$ cat src/acf_consts.vh
// Purpose: constants for the audio channel unit framer (host end)
// Assumes: 25 MHz clock, 32-bit APB register words
// Notes: unit bytes travel most significant byte first in each word
`ifndef ACF_CONSTS_VH
`define ACF_CONSTS_VH

// ----------------------------------------
// register offsets
// ----------------------------------------
`define ACF_REG_CTRL 8'h00
`define ACF_REG_CHAN 8'h04
`define ACF_REG_CODEC 8'h08
`define ACF_REG_TSTAG 8'h0C
`define ACF_REG_SEQ 8'h10
`define ACF_REG_DATA 8'h14
`define ACF_REG_STAT 8'h18
`define ACF_REG_RXINFO 8'h1C
`define ACF_REG_RXVC 8'h20

// ----------------------------------------
// control and status fields
// ----------------------------------------
`define ACF_CTRL_GO 0
`define ACF_CTRL_TS_EN 1
`define ACF_CTRL_CAPS_OK 2
`define ACF_CTRL_PRM 3
`define ACF_CTRL_AUTO 4
`define ACF_STAT_BUSY 0
`define ACF_STAT_RX_OK 1
`define ACF_STAT_GAP 2
`define ACF_STAT_DISC 3
`define ACF_STAT_EXT 4

// ----------------------------------------
// reset values
// ----------------------------------------
`define ACF_CODEC_RST 32'h01040100
`define ACF_CHAN_RST 24'h000000

// ----------------------------------------
// unit header codes
// ----------------------------------------
`define ACF_LEAD_AUDIO 8'h00
`define ACF_LEAD_EXT_BIT 2
`define ACF_LEAD_CTRL_BIT 3
`define ACF_CMD_OUT 8'h20
`define ACF_CMD_IN 8'h24
`define ACF_CMD_SUB 8'h01
`define ACF_PRM_TYPE 16'h0001
`define ACF_PRM_LEN 16'h0004
`define ACF_CODEC_PCM 8'h00
`define ACF_CODEC_DVI4 8'h01

// ----------------------------------------
// sizes and timing
// ----------------------------------------
`define ACF_PAY_WORDS 20
`define ACF_HDR_WORDS 6'd3
`define ACF_UNIT_MS 20
`define ACF_CLK_KHZ 25000
`define ACF_UNIT_CYCLES (`ACF_UNIT_MS * `ACF_CLK_KHZ)

`endif

$ cat src/acf_host_framer.v
// Purpose: host end of the audio channel: builds output units, parses input units
// Assumes: APB register access, word-wide link in both directions
// Notes: payload for one unit is staged in a 20-word store before sending
//
// Added by the designer: the register addresses and the APB slave port.
`timescale 1ns/1ns
`default_nettype none
`include "acf_consts.vh"

// Notes on behaviour
// - host audio is stereo 16-bit PCM at 32, 44.1 or 48 kHz
// - no audio unit leaves before software marks client capabilities read
// - units leave at a fixed pace from the local clock
// - one codec stream per channel; channel id frozen while streaming
// - default coding is mono DVI4
// - default stream is 8 kHz with 20 ms per unit
// - non-interleaved payload carries all left then all right samples
// - codec record starts with type 0x0001 then length 0x0004
// - codec field 8 bits: 0 PCM, 1 DVI4
// - sample size 8 bits, zero when adaptive
// - channel count and device index 8 bits; 0 left, 1 right
// - output unit: 0x00, channel id, 0x20 0x01 length, tag, seq, payload
// - extended only when extended bit set and control bit clear
// - extended unit leads with 0x04, channel id, then length word
module acf_host_framer
#(
  parameter [23:0] P_UNIT_CYCLES = `ACF_UNIT_CYCLES
)
(
  // clock and reset
  input wire i_clk,
  input wire i_rst,
  // apb slave
  input wire i_psel,
  input wire i_penable,
  input wire i_pwrite,
  input wire [7:0] i_paddr,
  input wire [31:0] i_pwdata,
  output reg [31:0] o_prdata,
  output reg o_pready,
  output reg o_pslverr,
  // units to the client
  output reg o_tx_valid,
  output reg [31:0] o_tx_data,
  output reg o_tx_last,
  input wire i_tx_ready,
  // units from the client
  input wire i_rx_valid,
  input wire [31:0] i_rx_data,
  input wire i_rx_last,
  output reg o_rx_ready,
  // microphone payload
  output wire o_mic_valid,
  output wire [31:0] o_mic_data,
  output wire o_mic_last,
  // extended channel pass-through
  output wire o_ext_valid,
  output wire [31:0] o_ext_data,
  output wire o_ext_last
);

  localparam S_IDLE = 8'h01;
  localparam S_HDR0 = 8'h02;
  localparam S_HDR1 = 8'h04;
  localparam S_TS = 8'h08;
  localparam S_SEQ = 8'h10;
  localparam S_PAY = 8'h20;
  localparam S_PRM0 = 8'h40;
  localparam S_PRM1 = 8'h80;

  // ----------------------------------------
  // state
  // ----------------------------------------
  reg [7:0] state_q;
  reg go_q;
  reg prm_q;
  reg ts_en_q;
  reg caps_ok_q;
  reg auto_q;
  reg [23:0] chan_q;
  reg [31:0] codec_q;
  reg [31:0] tstag_q;
  reg [15:0] tx_seq_q;
  reg [4:0] wr_idx_q;
  reg [4:0] rd_idx_q;
  reg done_q;
  reg [3:0] stat_q;
  reg [23:0] tick_cnt_q;
  reg [31:0] pay_q [0:`ACF_PAY_WORDS-1];
  reg [31:0] rdata;
  reg rd_hit;

  wire rx_unit_ok;
  wire rx_gap;
  wire rx_discard;
  wire rx_ext_seen;
  wire [15:0] rx_last_seq;
  wire [15:0] rx_lost;
  wire [23:0] rx_vc;

  wire busy = (state_q != S_IDLE) | done_q;
  wire tx_free = ~o_tx_valid | i_tx_ready;
  wire can_start = tx_free & (state_q == S_IDLE) & caps_ok_q & ~done_q;
  wire take_prm = can_start & prm_q;
  wire take_go = can_start & ~prm_q & go_q;
  wire acc = i_psel & i_penable & o_pready;
  wire wr = acc & i_pwrite;
  wire tick = auto_q & (tick_cnt_q == P_UNIT_CYCLES - 24'h000001);
  wire [5:0] len_words = {1'b0, wr_idx_q} + `ACF_HDR_WORDS + {5'h00, ts_en_q};
  wire [15:0] unit_len = {8'h00, len_words, 2'b00};

  // ----------------------------------------
  // fixed unit pace
  // ----------------------------------------
  always @(posedge i_clk or posedge i_rst)
  begin
    if (i_rst)
      tick_cnt_q <= 24'h000000;
    else if (!auto_q || tick)
      tick_cnt_q <= 24'h000000;
    else
      tick_cnt_q <= tick_cnt_q + 24'h000001;
  end

  // ----------------------------------------
  // apb slave, answers in the second access cycle
  // ----------------------------------------
  always @*
  begin
    rd_hit = 1'b1;
    rdata = 32'h00000000;
    case (i_paddr)
      `ACF_REG_CTRL: rdata = {27'h0000000, auto_q, prm_q, caps_ok_q, ts_en_q, go_q};
      `ACF_REG_CHAN: rdata = {8'h00, chan_q};
      `ACF_REG_CODEC: rdata = codec_q;
      `ACF_REG_TSTAG: rdata = tstag_q;
      `ACF_REG_SEQ: rdata = {tx_seq_q, rx_last_seq};
      `ACF_REG_DATA: rdata = {27'h0000000, wr_idx_q};
      `ACF_REG_STAT: rdata = {27'h0000000, stat_q, busy};
      `ACF_REG_RXINFO: rdata = {rx_lost, rx_last_seq};
      `ACF_REG_RXVC: rdata = {8'h00, rx_vc};
      default: rd_hit = 1'b0;
    endcase
  end

  always @(posedge i_clk or posedge i_rst)
  begin
    if (i_rst)
    begin
      o_pready <= 1'b0;
      o_prdata <= 32'h00000000;
      o_pslverr <= 1'b0;
      o_rx_ready <= 1'b0;
      go_q <= 1'b0;
      prm_q <= 1'b0;
      ts_en_q <= 1'b0;
      caps_ok_q <= 1'b0;
      auto_q <= 1'b0;
      chan_q <= `ACF_CHAN_RST;
      codec_q <= `ACF_CODEC_RST;
      tstag_q <= 32'h00000000;
      wr_idx_q <= 5'h00;
      stat_q <= 4'h0;
    end
    else
    begin
      o_rx_ready <= 1'b1;
      o_pready <= i_psel & i_penable & ~o_pready;
      o_pslverr <= i_psel & i_penable & ~o_pready & ~rd_hit;
      if (i_psel && i_penable && !o_pready)
        o_prdata <= i_pwrite ? 32'h00000000 : rdata;
      // pending requests: a new write wins over the take
      go_q <= (go_q & ~take_go) | tick | (wr & i_paddr == `ACF_REG_CTRL & i_pwdata[`ACF_CTRL_GO]);
      prm_q <= (prm_q & ~take_prm) | (wr & i_paddr == `ACF_REG_CTRL & i_pwdata[`ACF_CTRL_PRM]);
      if (wr && i_paddr == `ACF_REG_CTRL)
      begin
        ts_en_q <= i_pwdata[`ACF_CTRL_TS_EN];
        caps_ok_q <= i_pwdata[`ACF_CTRL_CAPS_OK];
        auto_q <= i_pwdata[`ACF_CTRL_AUTO];
      end
      if (wr && i_paddr == `ACF_REG_CHAN && !busy && !auto_q)
        chan_q <= i_pwdata[23:0];
      if (wr && i_paddr == `ACF_REG_CODEC && !busy)
        codec_q <= i_pwdata;
      if (wr && i_paddr == `ACF_REG_TSTAG && !busy)
        tstag_q <= i_pwdata;
      if (done_q)
        wr_idx_q <= 5'h00;
      else if (wr && i_paddr == `ACF_REG_DATA && !busy && wr_idx_q != `ACF_PAY_WORDS)
        wr_idx_q <= wr_idx_q + 5'h01;
      // sticky events, set wins over write-one-to-clear
      stat_q <= (stat_q & ~({4{wr & i_paddr == `ACF_REG_STAT}} & i_pwdata[4:1]))
        | {rx_ext_seen, rx_discard, rx_gap, rx_unit_ok};
    end
  end

  // payload store, left block then right block as software fills it
  always @(posedge i_clk)
  begin
    if (wr && i_paddr == `ACF_REG_DATA && !busy && wr_idx_q != `ACF_PAY_WORDS)
      pay_q[wr_idx_q] <= i_pwdata;
  end

  // ----------------------------------------
  // unit builder
  // ----------------------------------------
  always @(posedge i_clk or posedge i_rst)
  begin
    if (i_rst)
    begin
      state_q <= S_IDLE;
      o_tx_valid <= 1'b0;
      o_tx_data <= 32'h00000000;
      o_tx_last <= 1'b0;
      rd_idx_q <= 5'h00;
      tx_seq_q <= 16'h0000;
      done_q <= 1'b0;
    end
    else
    begin
      done_q <= 1'b0;
      if (tx_free)
      begin
        o_tx_valid <= 1'b0;
        o_tx_last <= 1'b0;
        case (state_q)
          S_IDLE:
          begin
            if (take_prm)
            begin
              o_tx_valid <= 1'b1;
              o_tx_data <= {`ACF_PRM_TYPE, `ACF_PRM_LEN};
              state_q <= S_PRM0;
            end
            else if (take_go)
            begin
              o_tx_valid <= 1'b1;
              o_tx_data <= {`ACF_LEAD_AUDIO, chan_q};
              state_q <= S_HDR0;
            end
          end
          S_HDR0:
          begin
            o_tx_valid <= 1'b1;
            o_tx_data <= {`ACF_CMD_OUT, `ACF_CMD_SUB, unit_len};
            state_q <= S_HDR1;
          end
          S_HDR1:
          begin
            o_tx_valid <= 1'b1;
            if (ts_en_q)
            begin
              o_tx_data <= tstag_q;
              state_q <= S_TS;
            end
            else
            begin
              o_tx_data <= {tx_seq_q, rx_last_seq};
              o_tx_last <= (wr_idx_q == 5'h00);
              state_q <= S_SEQ;
            end
          end
          S_TS:
          begin
            o_tx_valid <= 1'b1;
            o_tx_data <= {tx_seq_q, rx_last_seq};
            o_tx_last <= (wr_idx_q == 5'h00);
            state_q <= S_SEQ;
          end
          S_SEQ:
          begin
            if (wr_idx_q == 5'h00)
            begin
              tx_seq_q <= tx_seq_q + 16'h0001;
              done_q <= 1'b1;
              state_q <= S_IDLE;
            end
            else
            begin
              o_tx_valid <= 1'b1;
              o_tx_data <= pay_q[0];
              o_tx_last <= (wr_idx_q == 5'h01);
              rd_idx_q <= 5'h01;
              state_q <= S_PAY;
            end
          end
          S_PAY:
          begin
            if (rd_idx_q == wr_idx_q)
            begin
              tx_seq_q <= tx_seq_q + 16'h0001;
              done_q <= 1'b1;
              state_q <= S_IDLE;
            end
            else
            begin
              o_tx_valid <= 1'b1;
              o_tx_data <= pay_q[rd_idx_q];
              o_tx_last <= (rd_idx_q + 5'h01 == wr_idx_q);
              rd_idx_q <= rd_idx_q + 5'h01;
            end
          end
          S_PRM0:
          begin
            o_tx_valid <= 1'b1;
            o_tx_data <= codec_q;
            o_tx_last <= 1'b1;
            state_q <= S_PRM1;
          end
          S_PRM1:
            state_q <= S_IDLE;
          default:
            state_q <= S_IDLE;
        endcase
      end
    end
  end

  // ----------------------------------------
  // input parser
  // ----------------------------------------
  acf_rx_parse u_rx
  (
    .i_clk(i_clk),
    .i_rst(i_rst),
    .i_ts_en(ts_en_q),
    .i_valid(i_rx_valid),
    .i_data(i_rx_data),
    .i_last(i_rx_last),
    .o_mic_valid(o_mic_valid),
    .o_mic_data(o_mic_data),
    .o_mic_last(o_mic_last),
    .o_ext_valid(o_ext_valid),
    .o_ext_data(o_ext_data),
    .o_ext_last(o_ext_last),
    .o_unit_ok(rx_unit_ok),
    .o_gap(rx_gap),
    .o_discard(rx_discard),
    .o_ext_seen(rx_ext_seen),
    .o_last_seq(rx_last_seq),
    .o_lost(rx_lost),
    .o_vc(rx_vc)
  );

endmodule // acf_host_framer

`default_nettype wire

$ cat src/acf_rx_parse.v
// Purpose: parses units arriving from the client
// Assumes: one 32-bit word per valid cycle, last marks the final word
// Notes: no back-pressure; outputs are registered
`timescale 1ns/1ns
`default_nettype none
`include "acf_consts.vh"

module acf_rx_parse
(
  // clock and reset
  input wire i_clk,
  input wire i_rst,
  // config
  input wire i_ts_en,
  // incoming words
  input wire i_valid,
  input wire [31:0] i_data,
  input wire i_last,
  // microphone payload
  output reg o_mic_valid,
  output reg [31:0] o_mic_data,
  output reg o_mic_last,
  // extended channel pass-through
  output reg o_ext_valid,
  output reg [31:0] o_ext_data,
  output reg o_ext_last,
  // events and state
  output reg o_unit_ok,
  output reg o_gap,
  output reg o_discard,
  output reg o_ext_seen,
  output reg [15:0] o_last_seq,
  output reg [15:0] o_lost,
  output reg [23:0] o_vc
);

  localparam S_W0 = 7'h01;
  localparam S_W1 = 7'h02;
  localparam S_TS = 7'h04;
  localparam S_SEQ = 7'h08;
  localparam S_PAY = 7'h10;
  localparam S_EXT = 7'h20;
  localparam S_DROP = 7'h40;

  reg [6:0] state_q;
  reg have_seq_q;
  wire [15:0] seq_exp = o_last_seq + 16'h0001;
  wire [7:0] lead = i_data[31:24];
  wire is_ext = lead[`ACF_LEAD_EXT_BIT] & ~lead[`ACF_LEAD_CTRL_BIT];

  always @(posedge i_clk or posedge i_rst)
  begin
    if (i_rst)
    begin
      state_q <= S_W0;
      have_seq_q <= 1'b0;
      o_mic_valid <= 1'b0;
      o_mic_data <= 32'h00000000;
      o_mic_last <= 1'b0;
      o_ext_valid <= 1'b0;
      o_ext_data <= 32'h00000000;
      o_ext_last <= 1'b0;
      o_unit_ok <= 1'b0;
      o_gap <= 1'b0;
      o_discard <= 1'b0;
      o_ext_seen <= 1'b0;
      o_last_seq <= 16'h0000;
      o_lost <= 16'h0000;
      o_vc <= 24'h000000;
    end
    else
    begin
      o_mic_valid <= 1'b0;
      o_mic_last <= 1'b0;
      o_ext_valid <= 1'b0;
      o_ext_last <= 1'b0;
      o_unit_ok <= 1'b0;
      o_gap <= 1'b0;
      o_discard <= 1'b0;
      o_ext_seen <= 1'b0;
      if (i_valid)
      begin
        case (state_q)
          S_W0:
          begin
            if (lead == `ACF_LEAD_AUDIO)
            begin
              o_vc <= i_data[23:0];
              state_q <= S_W1;
            end
            else if (is_ext)
            begin
              o_ext_seen <= 1'b1;
              state_q <= S_EXT;
            end
            else
            begin
              o_discard <= 1'b1;
              state_q <= S_DROP;
            end
          end
          S_W1:
          begin
            if (lead == `ACF_CMD_IN && i_data[23:16] == `ACF_CMD_SUB)
              state_q <= i_ts_en ? S_TS : S_SEQ;
            else
            begin
              o_discard <= 1'b1;
              state_q <= S_DROP;
            end
          end
          S_TS:
            state_q <= S_SEQ;
          S_SEQ:
          begin
            // gaps are counted, never asked for again
            if (have_seq_q && i_data[31:16] != seq_exp)
            begin
              o_gap <= 1'b1;
              o_lost <= o_lost + (i_data[31:16] - seq_exp);
            end
            have_seq_q <= 1'b1;
            o_last_seq <= i_data[31:16];
            o_unit_ok <= 1'b1;
            state_q <= S_PAY;
          end
          S_PAY:
          begin
            o_mic_valid <= 1'b1;
            o_mic_data <= i_data;
            o_mic_last <= i_last;
          end
          S_EXT:
          begin
            // words after the leading word are opaque
            o_ext_valid <= 1'b1;
            o_ext_data <= i_data;
            o_ext_last <= i_last;
          end
          S_DROP:
            state_q <= S_DROP;
          default:
            state_q <= S_W0;
        endcase
        if (i_last)
          state_q <= S_W0;
      end
    end
  end

endmodule // acf_rx_parse

`default_nettype wire

$ cat config.mk
export PLATFORM = sky130hd
export DESIGN_NAME = acf_host_framer
export DESIGN_NICKNAME = d
export VERILOG_FILES = /design/src/acf_host_framer.v /design/src/acf_rx_parse.v
export VERILOG_INCLUDE_DIRS = /design/src
export SDC_FILE = /design/constraint.sdc
export NUM_CORES = 2
export LEC_CHECK = 0
export BUFFER_PORTS_ARGS = -buffer_cell sky130_fd_sc_hd__buf_4
export CAP_MARGIN = 20
export CORE_ASPECT_RATIO = 1.25
export CORE_UTILIZATION = 60
export CTS_CLUSTER_DIAMETER = 60
export DETAILED_ROUTE_END_ITERATION = 10
export HOLD_SLACK_MARGIN = 0.05
export PLACE_DENSITY = 0.86
export SLEW_MARGIN = 5
export SYNTH_ARGS = -nofsm -noshare
export SYNTH_HDL_FRONTEND = slang
export SYNTH_SLANG_ARGS = --single-unit
export TNS_END_PERCENT = 50
$ cat constraint.sdc
create_clock -name i_clk -period 19.58 [get_ports i_clk]
set_input_delay 0.979 -clock i_clk [delete_from_list [all_inputs] [get_ports i_clk]]
set_output_delay 0.979 -clock i_clk [all_outputs]
set_load 0.03 [all_outputs]
-- Word level (Yosys, flattened, before mapping)
Memory sizes are Yosys's and may differ from the RTL's.
Index checks and enable logic that the tools add are counted.
- eq/ne operators: 37
- add/sub/neg operators: 9
- mux-type cells: 67
- bitwise operators: 36
- reductions and logical operators: 38
- operators with widths (cell ; count):
    32-bit one-hot mux with 9 select lines ; 1
    32-bit one-hot mux with 7 select lines ; 1
    32-bit 2-to-1 mux ; 6
    8-bit one-hot mux with 7 select lines ; 1
    7-bit one-hot mux with 6 select lines ; 1
    8-bit by 5-bit == test with 1-bit output (second input constant) ; 5
    1-bit 2-to-1 mux ; 34
    16-bit by 1-bit adder with 16-bit output (second input constant) ; 2
    16-bit 2-to-1 mux ; 2
    16-bit one-hot mux with 2 select lines ; 1
    7-bit 2-to-1 mux ; 4
    5-bit 2-to-1 mux ; 5
    24-bit by 1-bit adder with 24-bit output (second input constant) ; 1
    24-bit by 19-bit == test with 1-bit output (second input constant) ; 1
    8-bit by 4-bit == test with 1-bit output (second input constant) ; 3
    8-bit by 6-bit == test with 1-bit output (second input constant) ; 3
    24-bit 2-to-1 mux ; 1
    8-bit 2-to-1 mux ; 3
    1-bit AND ; 19
    16-bit adder ; 1
    8-bit by 1-bit == test with 1-bit output (second input constant) ; 2
    8-bit by 3-bit == test with 1-bit output (second input constant) ; 2
    8-bit zero test ; 2
    16-bit != test ; 1
    other kinds (44) ; 85
- bits of input ports: 80
- memories: 1
- logic and storage cells: 225
- output and inout bits: 137
- RAM bits: 640
- bits in registers: 361
- memory list (name ; words ; width ; read ports ; clocked after Yosys merged registers in ; write ports ; RTL line ; text):
    pay_q ; 20 ; 32 ; 2 ; 0 ; 1 ; acf_host_framer.v:89 ; reg [31:0] pay_q [0:`ACF_PAY_WORDS-1];

-- Depth between registers and ports, before layout
- word-level depth: 11
- gate-level depth with buffers: 15
- mapped depth without buffers: 14

-- By module
A second synthesis with hierarchy kept.
- cell total of the unflattened synthesis: 2959
- area, all modules: 43163.9 um2
- by module, submodules not included (module ; area an instance (um2) ; sequential area each (um2) ; cells an instance ; times used):
    acf_host_framer ; 36389.9 ; 24853.8 ; 2300 ; 1
    acf_rx_parse ; 6774.0 ; 3404.5 ; 659 ; 1

-- Worst setup path before layout
Ideal clock, no wire load.
- kind: in2reg
- from: input port i_paddr[1]
- to: memory pay_q[10][0] (enable)
- path slack: 15.057 ns
- library setup time: 0.421 ns
- path buffers: 1
- stages: 6
- arrival: 4.102 ns
- required time: 19.159 ns
- cell sequence: or4_4 or3b_1 buf_6 a311oi_4 nand2_1 nor2_1
- word-level cells in the longest chain between the ends: 6
- RTL lines (item ; RTL line ; text):
    start: declaration ; acf_host_framer.v:37 ; input wire [7:0] i_paddr,
    8-bit by 5-bit == test with 1-bit output ; n/a ;
    1-bit logical AND (no source line) ; n/a ;
    1-bit logical AND ; acf_host_framer.v:200 ; if (wr && i_paddr == `ACF_REG_DATA && !busy && wr_idx_q != `ACF_PAY_WORDS)
    1-bit logical AND (no source line) ; n/a ;
    1-bit 2-to-1 mux ; acf_host_framer.v:200 ;
    1-bit 2-to-1 mux (implied by the code) ; acf_host_framer.v:201 ; pay_q[wr_idx_q] <= i_pwdata;
    end: declaration ; acf_host_framer.v:89 ;
Every way passes these cells.

-- Final worst setup path
- from: register rd_idx_q[0]
- to: register o_tx_data[3]
- word-level cells in the longest chain between the ends: 3
- elaborated cells between the ends (all ways): 6
- those cells by class: 2 x eq/ne; 2 x mux; 1 x reduce/logical; 1 x memory
- RTL lines (item ; RTL line ; text):
    start: declaration ; acf_host_framer.v:85 ; reg [4:0] rd_idx_q;
    start signal: assignment ; acf_host_framer.v:300 ; rd_idx_q <= rd_idx_q + 5'h01;
    memory read 20 x 32 bit / 5-bit == test (equally long branches) ; n/a ;
    32-bit 2-to-1 mux / 2-bit != test (equally long branches) ; n/a ;
    32-bit one-hot mux with 7 select lines / 5-bit AND reduction (equally long branches) ; n/a ;
    end signal: assignment ; acf_host_framer.v:232 ; o_tx_data <= {`ACF_PRM_TYPE, `ACF_PRM_LEN};
    end signal: assignment ; acf_host_framer.v:238 ; o_tx_data <= {`ACF_LEAD_AUDIO, chan_q};
    end signal: assignment ; acf_host_framer.v:298 ; o_tx_data <= pay_q[rd_idx_q];
    end: declaration ; acf_host_framer.v:44 ; output reg [31:0] o_tx_data,
Several ways; a longest one is shown, not always the timed one. The select of a mux whose other input is x is not followed.
A chain may end at the register's enable or synchronous reset.

==> flow_metrics.py <==
metrics = {
    "detailed_routing": {
        "drtIter0Drc": 3175,
        "avgViaCountPerCell": 6.83,
        "via_count": 26900,
        "wirelength_mm": 117,
        "ant_nets": 0,
        "drtPass1Iterations": 8,
        "drcViolationCount": 0,
        "routedWlPerCell_um": 29.8,
    },
    "run_status": {
        "status": "completed",
    },
    "die": {
        "die_h_um": 299,
        "io_pins": 217,
        "core_um2": 69700,
        "fp.dieW_um": 240,
        "die-area_um2": 71800,
        "num_rows": 108,
        "start_util_pct": 60.8,
    },
    "clock_network": {
        "insertion_delay_ns": 0.66,
        "cts_made_buffers": 90,
        "cts_tree": "yes",
        "postCtsSetupRepairBufs": 0,
        "ctsHoldBuffers": 0,
        "cts_resized": 0,
        "htreeDepth": 3,
        "clk_pin_slew_ns": 0.07,
        "cts_buffer_depth": 3,
        "cts-root-buf": "clkbuf_16",
        "clock-sinks": 1001,
    },
    "power": {
        "p_seq_share_pct": 50.0,
        "clock_power_share_pct": 39.4,
        "powerDensity_nw_per_um2": 96.9,
        "leakagePower_uw": 0.0182,
        "power.internal_uw": 3530,
        "switchingPower_uw": 1150,
        "peakVddDrop_v": 0.0000658,
        "sw_frac_of_total_pct": 24.5,
        "pwr-share-comb_pct": 10.7,
    },
    "synth": {
        "yosysSeqAreaShare_pct": 66.6,
        "synth_cells": 2726,
        "ys_ff_latch": 1001,
        "synth_top_area_share_pct": 45.3,
        "syn_avg_cell_area_um2": 15.6,
        "yosysTopAreaCell": "edfxtp_1",
        "synth-edff-count": 640,
        "ys_types": 71,
        "ys.flop_type": "edfxtp_1",
        "yosys_warnings": 0,
        "netlist_top_cells_area": "edfxtp_1 45%, dfrtp_1 21%, mux4_2 10%",
        "synthArstFlopShare_pct": 36.1,
        "netlist_area_um2": 42400,
        "syn_nets": 2861,
    },
    "global_routing": {
        "first_global_vias": 27400,
        "overflow": 0,
        "grtUsageTotal_pct": 33.5,
        "grt_max_degree": 142,
        "grt_pass1_wl_mm": 176,
        "antenna_found_initial": 8,
    },
    "critical_path": {
        "slowest_delay_ns": 1.00,
        "cpMaxStageDelayCell": "dfrtp_4",
        "path_class": "flop to flop",
        "arrival_ns": 5.32,
        "crit_family": "buffers and inverters",
        "crit_required_ns": 20.08,
        "start_kind": "flop",
        "critical_path_buf_inv_count": 2,
        "critPathCaptureType": "flop",
        "worstPathCellList": "buf_4 > buf_4 > mux4_2 > mux4_2 > mux2i_1 > nor2_1 > a2111oi_0 > o21ai_0",
        "crit_fanout": 51,
        "path_depth": 8,
        "r2r_cells": 8,
    },
    "finish": {
        "drive_gt1_share_pct": 27.9,
        "mostFrequentLayoutCells": "640 x edfxtp_1, 359 x nand2_1, 351 x dfrtp_1",
        "antenna_cells": 0,
        "area.growth.synth_to_final_pct": 13.8,
        "nFillCells": 4325,
        "final_area_um2": 48300,
        "layout_commonest_cell": "edfxtp_1",
        "layout.nets": 3072,
    },
    "flow_run": {
        "cap_violations": 0,
    },
    "min_path": {
        "hold_path.class": "flop to flop",
        "hold_depth": 1,
    },
    "timing": {
        "setup_viol": 0,
        "final_hold_viol_count": 0,
        "drv_slew": 0,
        "max_clock_freq_mhz": 207,
        "worst_slew_pin_slew_ns": 1.15,
        "finalSetupTns_ns": 0,
        "finalCritPeriodShare_pct": 24.6,
        "clock-skew-final_ns": 0.0215,
        "relSlewSlack_pct": 23.6,
        "rsz0062_at_grt": "false",
        "finalCriticalPeriod_ns": 4.83,
    },
    "place": {
        "place_area_um2": 45200,
        "dpl.hpwl_mm": 71.7,
        "io_buffers": 216,
        "gp_congestion": 0.977,
    },
}
-- stage by stage --
stage               total power, uW  setup slack [ns]  instances  hold slack, ns  utilization, %
floorplan                      2700              8.59       2726           0.404               -
global placement               2850             14.88       3776           0.413            64.7
detailed placement             2870             14.67       3778           0.422            64.8
CTS                            4690             14.63       3940           0.436            69.2
global route                   4800             14.32       3942           0.448            69.2
finish                         4680             14.75       3942           0.435            69.2
-- sequential cells by signal (all words and copies together) (netlist names), 4 cells and up --
signal and cells:
tstag_q 32, u_rx.o_ext_data 32, u_rx.o_mic_data 32, chan_q 24
o_tx_data 32, o_prdata 32, rd_idx_q 5, tx_seq_q 16
u_rx.o_vc 24, u_rx.state_q 7, wr_idx_q 5, codec_q 32
state_q 8, u_rx.o_lost 16, u_rx.o_last_seq 16, pay_q 640
tick_cnt_q 24, stat_q 4
-- area by class of cell --
class / instances / area [um2] / area share, %
Clock inverter: 51 / 576 / 1.19
Tap cell: 935 / 1170 / 2.42
Timing Repair Buffer: 264 / 2040 / 4.23
Sequential cell: 1001 / 28300 / 58.6
Clock buffer: 111 / 2480 / 5.14
Multi-Input combinational cell: 1544 / 13600 / 28.2
Inverter: 36 / 143 / 0.295
-- path summary, 6_finish.rpt --
check                                    startpoint                         endpoint  slack (ns)
max                         rd_idx_q[0]$_DFFE_PP0P_         o_tx_data[3]$_DFFE_PP0P_       14.75
min                        u_rx.o_unit_ok$_DFF_PP0_              stat_q[0]$_DFF_PP0_        0.43
max reg2reg                 rd_idx_q[0]$_DFFE_PP0P_         o_tx_data[3]$_DFFE_PP0P_       14.75
min reg2reg                u_rx.o_unit_ok$_DFF_PP0_              stat_q[0]$_DFF_PP0_        0.43
max in group asynchronous                     i_rst          rd_idx_q[0]$_DFFE_PP0P_       17.40
min in group asynchronous                     i_rst  u_rx.o_mic_data[16]$_DFFE_PP0P_        0.51
-- cells in the mapped netlist, types with 32 or more instances --
master    instances
a21oi_1          44
a221oi_1         46
a22oi_1          65
buf_2            32
clkbuf_1         92
dfrtp_1         356
edfxtp_1        640
ha_1             40
inv_1            35
mux2_2          179
mux4_2          197
nand2_1         359
nand3_1          40
nor2_1          115
o21ai_0         129
xnor2_1          33
xor2_1           48
-- power by group through the flow --
| stage | combinational [uW] | sequential [uW] | clock [uW] |
|---|---|---|---|
| after floorplan | 274 | 2420 | 0 |
| after global placement | 472 | 2380 | 0 |
| after detailed placement | 490 | 2380 | 0 |
| after CTS | 498 | 2340 | 1850 |
| after global routing | 533 | 2340 | 1930 |
| final | 499 | 2340 | 1840 |
-- cell families after synthesis --
family / count (synthesis) / synth area share [%]
DFF: 1001 / 66.6
and+or+nand+nor: 652 / 6.81
muxes: 389 / 15.5
AOI/OAI and AO/OA: 366 / 5.76
buffers and inverters: 181 / 1.73
xor gates and xnor gates: 81 / 1.67
adders and majority gates: 55 / 1.89
other: 1 / 0.00884
-- metal layers --
metal  routed length (um)  GRT usage [%]
met1                41000           42.7
met4                 6080           16.4
met2                58000           55.3
met5                  110              0
met3                12300           6.49
No activity file was read; power rests on OpenSTA's default activity.
